===== src/rtl/prsq_pkg.sv =====
// Constants shared by the memory-side reset sequencer and the host-side sequencer.
// Assumes a single 20 MHz clock, mclk, on both ends.
// Contract
// - Device finishes self-init within 150 us.
// - Host keeps select high through power-up wait.
// - Wait count starts only after reset releases.
// - Host issues no transaction before wait ends.
// - No transaction in reset; 400 ns before select.
// - Reset low 200 ns; select 200 ns after.
// - Reset returns device to standby.
// - Reset restores configuration defaults.
// - Reset low stops refresh, data invalid.
// - Reset exits hybrid sleep and deep power-down.
// - Refresh resumes from default row counter.
// - Host treats array data lost after reset.
// - Reset clears sleep request bit.
package prsq_pkg;
  localparam int unsigned CLK_MHZ = 20;
  localparam int unsigned POWER_UP_WAIT_TIME_US = 150;
  localparam int unsigned RESET_PULSE_WIDTH_NS = 200;
  localparam int unsigned RESET_RELEASE_TO_SELECT_NS = 200;
  localparam int unsigned RESET_ASSERT_TO_SELECT_NS = 400;
  localparam int unsigned CLK_PERIOD_NS = 1000 / CLK_MHZ;
  // Longest time rounds down; least times round up.
  localparam int unsigned POWER_UP_WAIT_CYC = POWER_UP_WAIT_TIME_US * CLK_MHZ;
  localparam int unsigned RESET_PULSE_CYC = (RESET_PULSE_WIDTH_NS + CLK_PERIOD_NS - 1) / CLK_PERIOD_NS;
  localparam int unsigned RELEASE_SEL_CYC = (RESET_RELEASE_TO_SELECT_NS + CLK_PERIOD_NS - 1) / CLK_PERIOD_NS;
  localparam int unsigned ASSERT_SEL_CYC = (RESET_ASSERT_TO_SELECT_NS + CLK_PERIOD_NS - 1) / CLK_PERIOD_NS;
  localparam int CNT_W = 16;
  localparam int ROW_W = 13;
  localparam logic [ROW_W-1:0] ROW_DEFAULT = 13'h0000;
  localparam logic [15:0] CFG0_DEFAULT = 16'h8f1f;
  localparam logic [15:0] CFG1_DEFAULT = 16'h0001;
  localparam int SLEEP_REQ_BIT = 5;
  localparam int DPD_N_BIT = 15;
  typedef enum logic [1:0] {
    PRSQ_RESET = 2'b00,
    PRSQ_INIT = 2'b01,
    PRSQ_READY = 2'b11
  } prsq_dev_state_type;
  typedef enum logic [2:0] {
    PRSQ_H_PWR = 3'b000,
    PRSQ_H_PULSE = 3'b001,
    PRSQ_H_RELEASE = 3'b011,
    PRSQ_H_WAIT = 3'b010,
    PRSQ_H_READY = 3'b110
  } prsq_host_state_type;
endpackage


===== src/rtl/prsq_link_if.sv =====
// Link between host controller and memory: chip select and reset pins.
// Assumes both ends share mclk.
`timescale 1ns/10ps
`default_nettype none
interface prsq_link_if;
  logic cs_n;
  logic mem_rst_n;
  modport host (output cs_n, output mem_rst_n);
  modport mem (input cs_n, input mem_rst_n);
endinterface
`default_nettype wire


===== src/rtl/prsq_mem_seq.sv =====
// Memory-side power-up and hardware reset sequencer.
// Assumes pins synchronous to mclk; rst_b models power-on.
`timescale 1ns/10ps
`default_nettype none
module prsq_mem_seq
  import prsq_pkg::*;
#(
  parameter int unsigned WAIT_CYC = POWER_UP_WAIT_CYC
) (
  // Clock and power-on reset
  input wire logic mclk,
  input wire logic rst_b,
  // Link
  prsq_link_if.mem link,
  // User side
  input wire logic cfg_wr,
  input wire logic cfg_sel,
  input wire logic [15:0] cfg_wdata,
  input wire logic refresh_tick,
  output logic ready,
  output logic accept_select,
  output logic standby,
  output logic refresh_en,
  output logic data_valid,
  output logic hybrid_sleep,
  output logic deep_pd,
  output logic [15:0] cfg0_q,
  output logic [15:0] cfg1_q,
  output logic [ROW_W-1:0] row_q
);
  prsq_dev_state_type state_q;
  logic [CNT_W-1:0] cnt_q;
  logic hold;
  logic cfg_ok;

  assign hold = !link.mem_rst_n;
  assign cfg_ok = ready && cfg_wr && !link.cs_n;

  // The count only runs while reset is released, so a held reset delays it.
  always_ff @(posedge mclk or negedge rst_b) begin
    if (!rst_b) begin
      state_q <= PRSQ_RESET;
      cnt_q <= '0;
    end else if (hold) begin
      state_q <= PRSQ_RESET;
      cnt_q <= '0;
    end else begin
      case (state_q)
        PRSQ_RESET: begin
          state_q <= PRSQ_INIT;
          cnt_q <= '0;
        end
        PRSQ_INIT: begin
          if (cnt_q >= CNT_W'(WAIT_CYC - 1)) begin
            state_q <= PRSQ_READY;
          end
          cnt_q <= cnt_q + 1'b1;
        end
        PRSQ_READY: cnt_q <= '0;
        default: state_q <= PRSQ_RESET;
      endcase
    end
  end

  assign ready = (state_q == PRSQ_READY);
  // Select activity before the wait ends is ignored.
  assign accept_select = ready && !link.cs_n;
  assign standby = ready && link.cs_n && !hybrid_sleep && !deep_pd;

  // Configuration registers return to defaults on any reset.
  always_ff @(posedge mclk or negedge rst_b) begin
    if (!rst_b) begin
      cfg0_q <= CFG0_DEFAULT;
      cfg1_q <= CFG1_DEFAULT;
    end else if (hold) begin
      cfg0_q <= CFG0_DEFAULT;
      cfg1_q <= CFG1_DEFAULT;
    end else begin
      if (cfg_ok && !cfg_sel) begin
        cfg0_q <= cfg_wdata;
      end else if (cfg_ok && cfg_sel) begin
        cfg1_q <= cfg_wdata;
      end else if (ready && !link.cs_n) begin
        // Select low wakes from sleep and deep power-down.
        cfg1_q[SLEEP_REQ_BIT] <= 1'b0;
        cfg0_q[DPD_N_BIT] <= 1'b1;
      end
    end
  end

  assign hybrid_sleep = cfg1_q[SLEEP_REQ_BIT];
  assign deep_pd = !cfg0_q[DPD_N_BIT];

  // Refresh halts in reset and restarts from the default row.
  always_ff @(posedge mclk or negedge rst_b) begin
    if (!rst_b) begin
      row_q <= ROW_DEFAULT;
    end else if (hold) begin
      row_q <= ROW_DEFAULT;
    end else if (refresh_en && refresh_tick) begin
      row_q <= row_q + 1'b1;
    end
  end

  assign refresh_en = !hold && !deep_pd && state_q != PRSQ_RESET;

  // Array contents stay invalid after reset until written again.
  always_ff @(posedge mclk or negedge rst_b) begin
    if (!rst_b) begin
      data_valid <= 1'b0;
    end else if (hold || deep_pd) begin
      data_valid <= 1'b0;
    end else if (cfg_ok) begin
      data_valid <= 1'b1;
    end
  end
endmodule
`default_nettype wire


===== src/flat_wrapper.sv =====
// flat-port wrapper written by rule: the top's interface ports become plain ports
module prsq_mem_seq_flat import prsq_pkg::*;
#(
  parameter int unsigned WAIT_CYC = POWER_UP_WAIT_CYC
)
  (mclk, rst_b, cfg_wr, cfg_sel, cfg_wdata, refresh_tick, ready, accept_select, standby, refresh_en, data_valid, hybrid_sleep, deep_pd, cfg0_q, cfg1_q, row_q, link_cs_n, link_mem_rst_n);
  prsq_link_if link_i ();
  input wire logic mclk;
  input wire logic rst_b;
  input wire logic cfg_wr;
  input wire logic cfg_sel;
  input wire logic [15:0] cfg_wdata;
  input wire logic refresh_tick;
  output logic ready;
  output logic accept_select;
  output logic standby;
  output logic refresh_en;
  output logic data_valid;
  output logic hybrid_sleep;
  output logic deep_pd;
  output logic [15:0] cfg0_q;
  output logic [15:0] cfg1_q;
  output logic [ROW_W-1:0] row_q;
  input wire logic [$bits(link_i.cs_n)-1:0] link_cs_n;
  input wire logic [$bits(link_i.mem_rst_n)-1:0] link_mem_rst_n;
  assign link_i.cs_n = link_cs_n;
  assign link_i.mem_rst_n = link_mem_rst_n;
  prsq_mem_seq #(.WAIT_CYC(WAIT_CYC)) u_core (.mclk(mclk), .rst_b(rst_b), .link(link_i), .cfg_wr(cfg_wr), .cfg_sel(cfg_sel), .cfg_wdata(cfg_wdata), .refresh_tick(refresh_tick), .ready(ready), .accept_select(accept_select), .standby(standby), .refresh_en(refresh_en), .data_valid(data_valid), .hybrid_sleep(hybrid_sleep), .deep_pd(deep_pd), .cfg0_q(cfg0_q), .cfg1_q(cfg1_q), .row_q(row_q));
endmodule

===== config.mk =====
export PLATFORM = sky130hd
export DESIGN_NAME = prsq_mem_seq_flat
export DESIGN_NICKNAME = d
export VERILOG_FILES = /design/src/rtl/prsq_pkg.sv /design/src/rtl/prsq_link_if.sv /design/src/rtl/prsq_mem_seq.sv /design/src/flat_wrapper.sv
export SDC_FILE = /design/constraint.sdc
export NUM_CORES = 1
export LEC_CHECK = 0
export BUFFER_PORTS_ARGS = -buffer_cell sky130_fd_sc_hd__clkbuf_2
export CAP_MARGIN = 20
export CORE_MARGIN = 8
export CORE_UTILIZATION = 48
export CTS_CLUSTER_DIAMETER = 80
export DETAILED_ROUTE_END_ITERATION = 8
export PLACE_DENSITY = 0.75
export SETUP_SLACK_MARGIN = 0.5
export SLEW_MARGIN = 10
export SYNTH_ARGS = -nofsm -noshare
export SYNTH_HDL_FRONTEND = slang
export SYNTH_SLANG_ARGS = --single-unit
export TNS_END_PERCENT = 10

===== constraint.sdc =====
create_clock -name mclk -period 1.8 [get_ports mclk]
set_clock_uncertainty 0.2 [all_clocks]
set_input_delay 0 -clock mclk [delete_from_list [all_inputs] [get_ports mclk]]
set_output_delay 0 -clock mclk [all_outputs]
set_load 0.02 [all_outputs]

Word level (Yosys, flattened, before mapping)
Cells that the tools add are included.
{"block": "totals", "output_inout_bits": 52, "register_bits": 64, "word_cells": 68, "inputBits": 23}
{"block": "classes", "n_addsub": 2, "magnitude_cmp": 1, "n_eq_ne": 12, "n_mux": 20, "reduce_logical": 25}
{"operator": "two-way mux 16 bit", "n": 4}
{"operator": "case mux 16 bit (2 select lines)", "n": 1}
{"operator": "two-way mux 13 bit", "n": 2}
{"operator": "adder 16 x 1 -> 16 bit (second input constant)", "n": 1}
{"operator": "greater-or-equal comparator 16 x 12 -> 1 bit (second input constant)", "n": 1}
{"operator": "two-way mux 15 bit", "n": 1}
{"operator": "inequality test 3 x 2 -> 1 bit (second input constant)", "n": 5}
{"operator": "adder 13 x 1 -> 13 bit (second input constant)", "n": 1}
{"operator": "logical AND 1 bit", "n": 11}
{"operator": "two-way mux 10 bit", "n": 1}
{"operator": "AND reduction 2 bit", "n": 4}
{"operator": "two-way mux 1 bit", "n": 7}
{"operator": "inequality test 2 x 1 -> 1 bit (second input constant)", "n": 3}
{"operator": "case mux 2 bit (3 select lines)", "n": 1}
{"operator": "zero test 1 bit", "n": 5}
{"operator": "two-way mux 5 bit", "n": 1}
{"operator": "two-way mux 2 bit", "n": 2}
{"operator": "inequality test 2 bit (second input constant)", "n": 2}
{"operator": "nonzero test 2 bit", "n": 2}
{"operator": "equality test 2 x 1 -> 1 bit (second input constant)", "n": 1}
{"operator": "equality test 2 bit (second input constant)", "n": 1}
{"operator": "zero test 2 bit", "n": 1}
{"operator": "OR reduction 2 bit", "n": 1}
{"operator": "logical OR 1 bit", "n": 1}

Longest topological paths before layout
{"block": "depth", "depth_word": 7, "mapped_depth": 8, "mapped_depth_nobuf": 6}

Worst setup path before layout
OpenSTA, ideal clock, no wires.
{"block": "synth_path", "kind": "reg-to-reg", "start": "reg u_core.state_q[0]", "end": "reg u_core.cnt_q[9]", "n_path_buf": 1, "arrival_ps": 1610, "setup_ps": 127, "path_stages_with_launch": 8, "slack_ps": -137, "cell_sequence": "dfrtp_1 -> inv_1 -> ha_1 -> and3b_1 -> buf_6 -> nor2_8 -> nand4_2 -> mux2_1"}
{"block": "synth_between", "elab_chain_cells": 4, "elab_cells_between_ends": 7, "cone_classes": "eq/ne (3); mux (2); reduce/logical (2)"}
{"item": "from (decl)", "line": "prsq_mem_seq.sv:31", "rtl": "prsq_dev_state_type state_q;"}
{"item": "from (signal assigned)", "line": "prsq_mem_seq.sv:42", "rtl": "state_q <= PRSQ_RESET;"}
{"item": "from (signal assigned)", "line": "prsq_mem_seq.sv:45", "rtl": "state_q <= PRSQ_RESET;"}
{"item": "from (signal assigned)", "line": "prsq_mem_seq.sv:50", "rtl": "state_q <= PRSQ_INIT;"}
{"item": "equality test 2 bit or zero test 2 bit (tied branches)", "line": "prsq_mem_seq.sv:48", "rtl": "case (state_q)"}
{"item": "OR reduction 2 bit (no source line)"}
{"item": "case mux 16 bit (2 select lines)", "line": "prsq_mem_seq.sv:48"}
{"item": "two-way mux 16 bit", "line": "prsq_mem_seq.sv:44", "rtl": "end else if (hold) begin"}
{"item": "to (signal assigned)", "line": "prsq_mem_seq.sv:57", "rtl": "cnt_q <= cnt_q + 1'b1;"}
{"item": "to (decl)", "line": "prsq_mem_seq.sv:32", "rtl": "logic [CNT_W-1:0] cnt_q;"}
Parallel ways exist; a longest one is shown, timed or not.
A chain may end at the register's enable or synchronous reset.

Final worst setup path
{"block": "layout_path", "start": "reg u_core.state_q[1]", "end": "reg u_core.cnt_q[8]"}
The elaborated chain is that of the path after synthesis.

==> summary.txt <==
result of the run - finished with violations
failing checks - hold timing, setup timing
Yosys top cell by area - sky130_fd_sc_hd__dfrtp_1
worst setup slack after placement - -0.1453 ns
Max Buffers Root-to-Sink - 2
global routing usage summed across all routing layers - 18.62%
Worst IR Drop VDD - 652.5 uV
slowest CP cell - sky130_fd_sc_hd__dfrtp_1
kind of launch point of the worst setup path - flip-flop
# DRC - 0
static leakage - 2.255 nW
hold buffer count at cts - 20
Iteration-0 DRC Markers - 202
first-pass GRT wire length - 14500 um
total of warnings raised by yosys - 0
number of iterations in the first detailed-routing pass - 4
power density over the cells - 696.2 nW/um^2
Hold Worst Slack - -0.1645 ns
cell area after synthesis - 3189 sq um
source of the critical timing path - u_core.state_q[1]
count of flip-flops with a built-in enable after synthesis - 0
commonest register cell after synthesis - sky130_fd_sc_hd__dfrtp_1
cell row count - 29
internal reg-to-reg setup slack - -0.15 ns
sequential element share of the synthesized area - 50.65%
count of maximum capacitance violations - 0
Slew @ Worst Pin - 0.3710 ns
start-to-end type of the worst setup path - flip-flop to flip-flop
TritonCTS buffer count - 9
global placer's final weighted congestion - 0.8502
number of antenna violations at the first check in global routing - 1
Port Buffers - 74
die area - 9509 sq um
Final nets - 454
crit path cell chain - inv_2 -> ha_4 -> and3b_2 -> buf_12 -> nor4b_4 -> xnor2_1 -> nor2_1
overall die height - 97.52 um
detailed-route wire length - 8909 um
Remaining Overflow, GRT - 0
effective utilization at floorplan - 49.94%
top post-synthesis cells by area - sky130_fd_sc_hd__dfrtp_1 42%, sky130_fd_sc_hd__dfstp_2 9.1%, sky130_fd_sc_hd__nand2_1 5.6%, sky130_fd_sc_hd__xnor2_1 4.4%, sky130_fd_sc_hd__a21boi_0 4.0%
Final TNS setup - -0.3992 ns
layout cell share with drive strength beyond 1 - 48.96%
clock slew at the register clock pins of the worst setup and hold paths - 0.07 ns
launch instance of the worst register-to-register path - u_core.state_q[1]
worst rel slew slack - 75.21%
critical path peak fanout - 5
final critical delay including setup and external delays - 1.952 ns
number of storage elements in the synthesis netlist - 64
fraction of the core area covered by cells at the end of the flow - 74.69%
Post-DP HPWL - 5744 um
signed area change from the synthesized netlist to the final layout - 49.55%
post-synth net total - 333
critical path buffer and inverter count - 2
data arrival time of the worst path - 1.98 ns
Pins Over Slew Limit - 0
required time of the critical path - 1.83 ns
maximum achievable frequency - 512.2 MHz
antenna violation net count after detailed routing - 0
worst setup path endpoint - u_core.cnt_q[8]
area of the placeable core - 6386 sq um
worst min-delay path class - input pin to flip-flop
final hold violations - 7
number of filler cells placed in the layout - 401
top post-synthesis cells by count - 53 x sky130_fd_sc_hd__dfrtp_1, 48 x sky130_fd_sc_hd__nand2_1, 20 x sky130_fd_sc_hd__nor2_1
instance count on the critical path - 7
Vias/cell - 5.546
overall die width - 97.52 um
setup slack of the critical path after layout - -0.1524 ns
Unique masters post-synth - 52
routed length per instance - 17.50 um
category of the worst setup path capture point - flip-flop
unrepaired setup endpoints after global routing - yes
Clock Latency Late Sink - 0.35 ns
vias post-DR - 2823
cell family with most CP delay - simple AND/OR/NAND/NOR gates
TritonCTS clock tree - built
FF-to-FF path depth - 7
cell count after synthesis - 305
slowest cell delay on critical path - 0.38 ns
root buffer selected by CTS - sky130_fd_sc_hd__clkbuf_8
sinks on the clock net - 64
Post-Syn Area per Cell - 10.46 sq um
cell with the most instances after synthesis - sky130_fd_sc_hd__dfrtp_1
vias in the first global route - 2840
maximum number of pins on one net before global-route repair - 65
number of ports placed on the die boundary - 75
terminus of the critical flop-to-flop path - u_core.cnt_q[8]
ratio of final minimum period to clock period - 108.5%
area share of the largest cell type after synthesis - 41.58%
share of flip-flops with an asynchronous set or reset after synthesis - 100.0%
Setup-failing EPs final - 6
number of levels in the clock H-tree - 3
## kinds of logic after synthesis
group | synth area share (%)
compound gates | 12.12
xor+xnor | 4.943
fa+ha+maj | 1.962
buf+inv | 3.648
flops | 50.65
mux | 1.922
simple gates | 24.75
## area by class of cell
type	count	area [sq um]	share of cell area, %
multi-input combinational	220	1849	38.77
clock buffer	11	141.4	2.964
timing repair buffer	124	924.6	19.39
inverter	7	36.28	0.7608
tap	77	96.34	2.020
antenna	1	2.502	0.05247
clock inverter	5	103.9	2.177
sequential	64	1615	33.87
## worst min path at each step
stage | startpoint | slack [ns] | end | cells after the start
3_3_place_gp | rst_b | -0.16 | u_core.row_q[4] | 2
4_1_cts | link_mem_rst_n | -0.17 | u_core.data_valid | 3
5_1_grt | link_mem_rst_n | -0.17 | u_core.data_valid | 3
6_report | link_mem_rst_n | -0.16 | u_core.data_valid | 3
2_1_floorplan | rst_b | -0.50 | u_core.cfg0_q[12] | 0
3_5_place_dp | rst_b | -0.16 | u_core.row_q[5] | 2
## sequential cells by signal, indices dropped and copies added (netlist names)
register           count
u_core.data_valid      1
u_core.row_q          13
u_core.cnt_q          16
u_core.state_q         2
u_core.cfg0_q         16
u_core.cfg1_q         16
## per-stage QoR
step | power [mW] | instance area, sq um | cells
after global routing | 3.437 | 4770 | 509
after detailed placement | 1.721 | 3837 | 469
final | 3.321 | 4770 | 509
after floorplan | 1.599 | 3222 | 305
after global placement | 1.715 | 3837 | 469
after CTS | 3.320 | 4606 | 507
## metal layers
| layer | track usage [%] | share of wire (%) | up-vias | routed length, um |
|---|---|---|---|---|
| li1 | - | - | 1314 | - |
| met1 | 21.33 | 41 | 1389 | 3637 |
| met2 | 31.45 | 51 | 105 | 4506 |
| met3 | 6.401 | 6.5 | 15 | 578 |
| met4 | 6.410 | 2.1 | 0 | 187 |
| met5 | 0 | 0 | - | 0 |
## power by group
group / total, mW / internal, mW / switching, mW
logic: 0.335 / 0.156 / 0.179
registers: 1.45 / 1.44 / 0.00592
clock network: 1.53 / 0.958 / 0.576
## worst min-delay path, stage by stage
cell                       delay (ns)
sky130_fd_sc_hd__clkbuf_2        0.18
sky130_fd_sc_hd__nand2_4         0.12
sky130_fd_sc_hd__a21oi_2         0.04
## layout by cell type, fill, tap and decap left out, drive strengths merged, types with 9 or more instances in the layout
cell type    count
dlygate4sd3     20
nand4           10
o22a             9
nand3           12
dfrtp           53
nor2            21
a21boi          17
and2             9
nand2           48
clkbuf          81
xnor2           16
dfstp           11
buf             34
## what timing repair did
item	in CTS	in global routing
setup endpoints to repair	70	71
buffers inserted	2	1
pin swaps	100	64
endpoints found under the hold margin	99	1
resized for setup	100	35
Power figures use the tool's default switching activity.
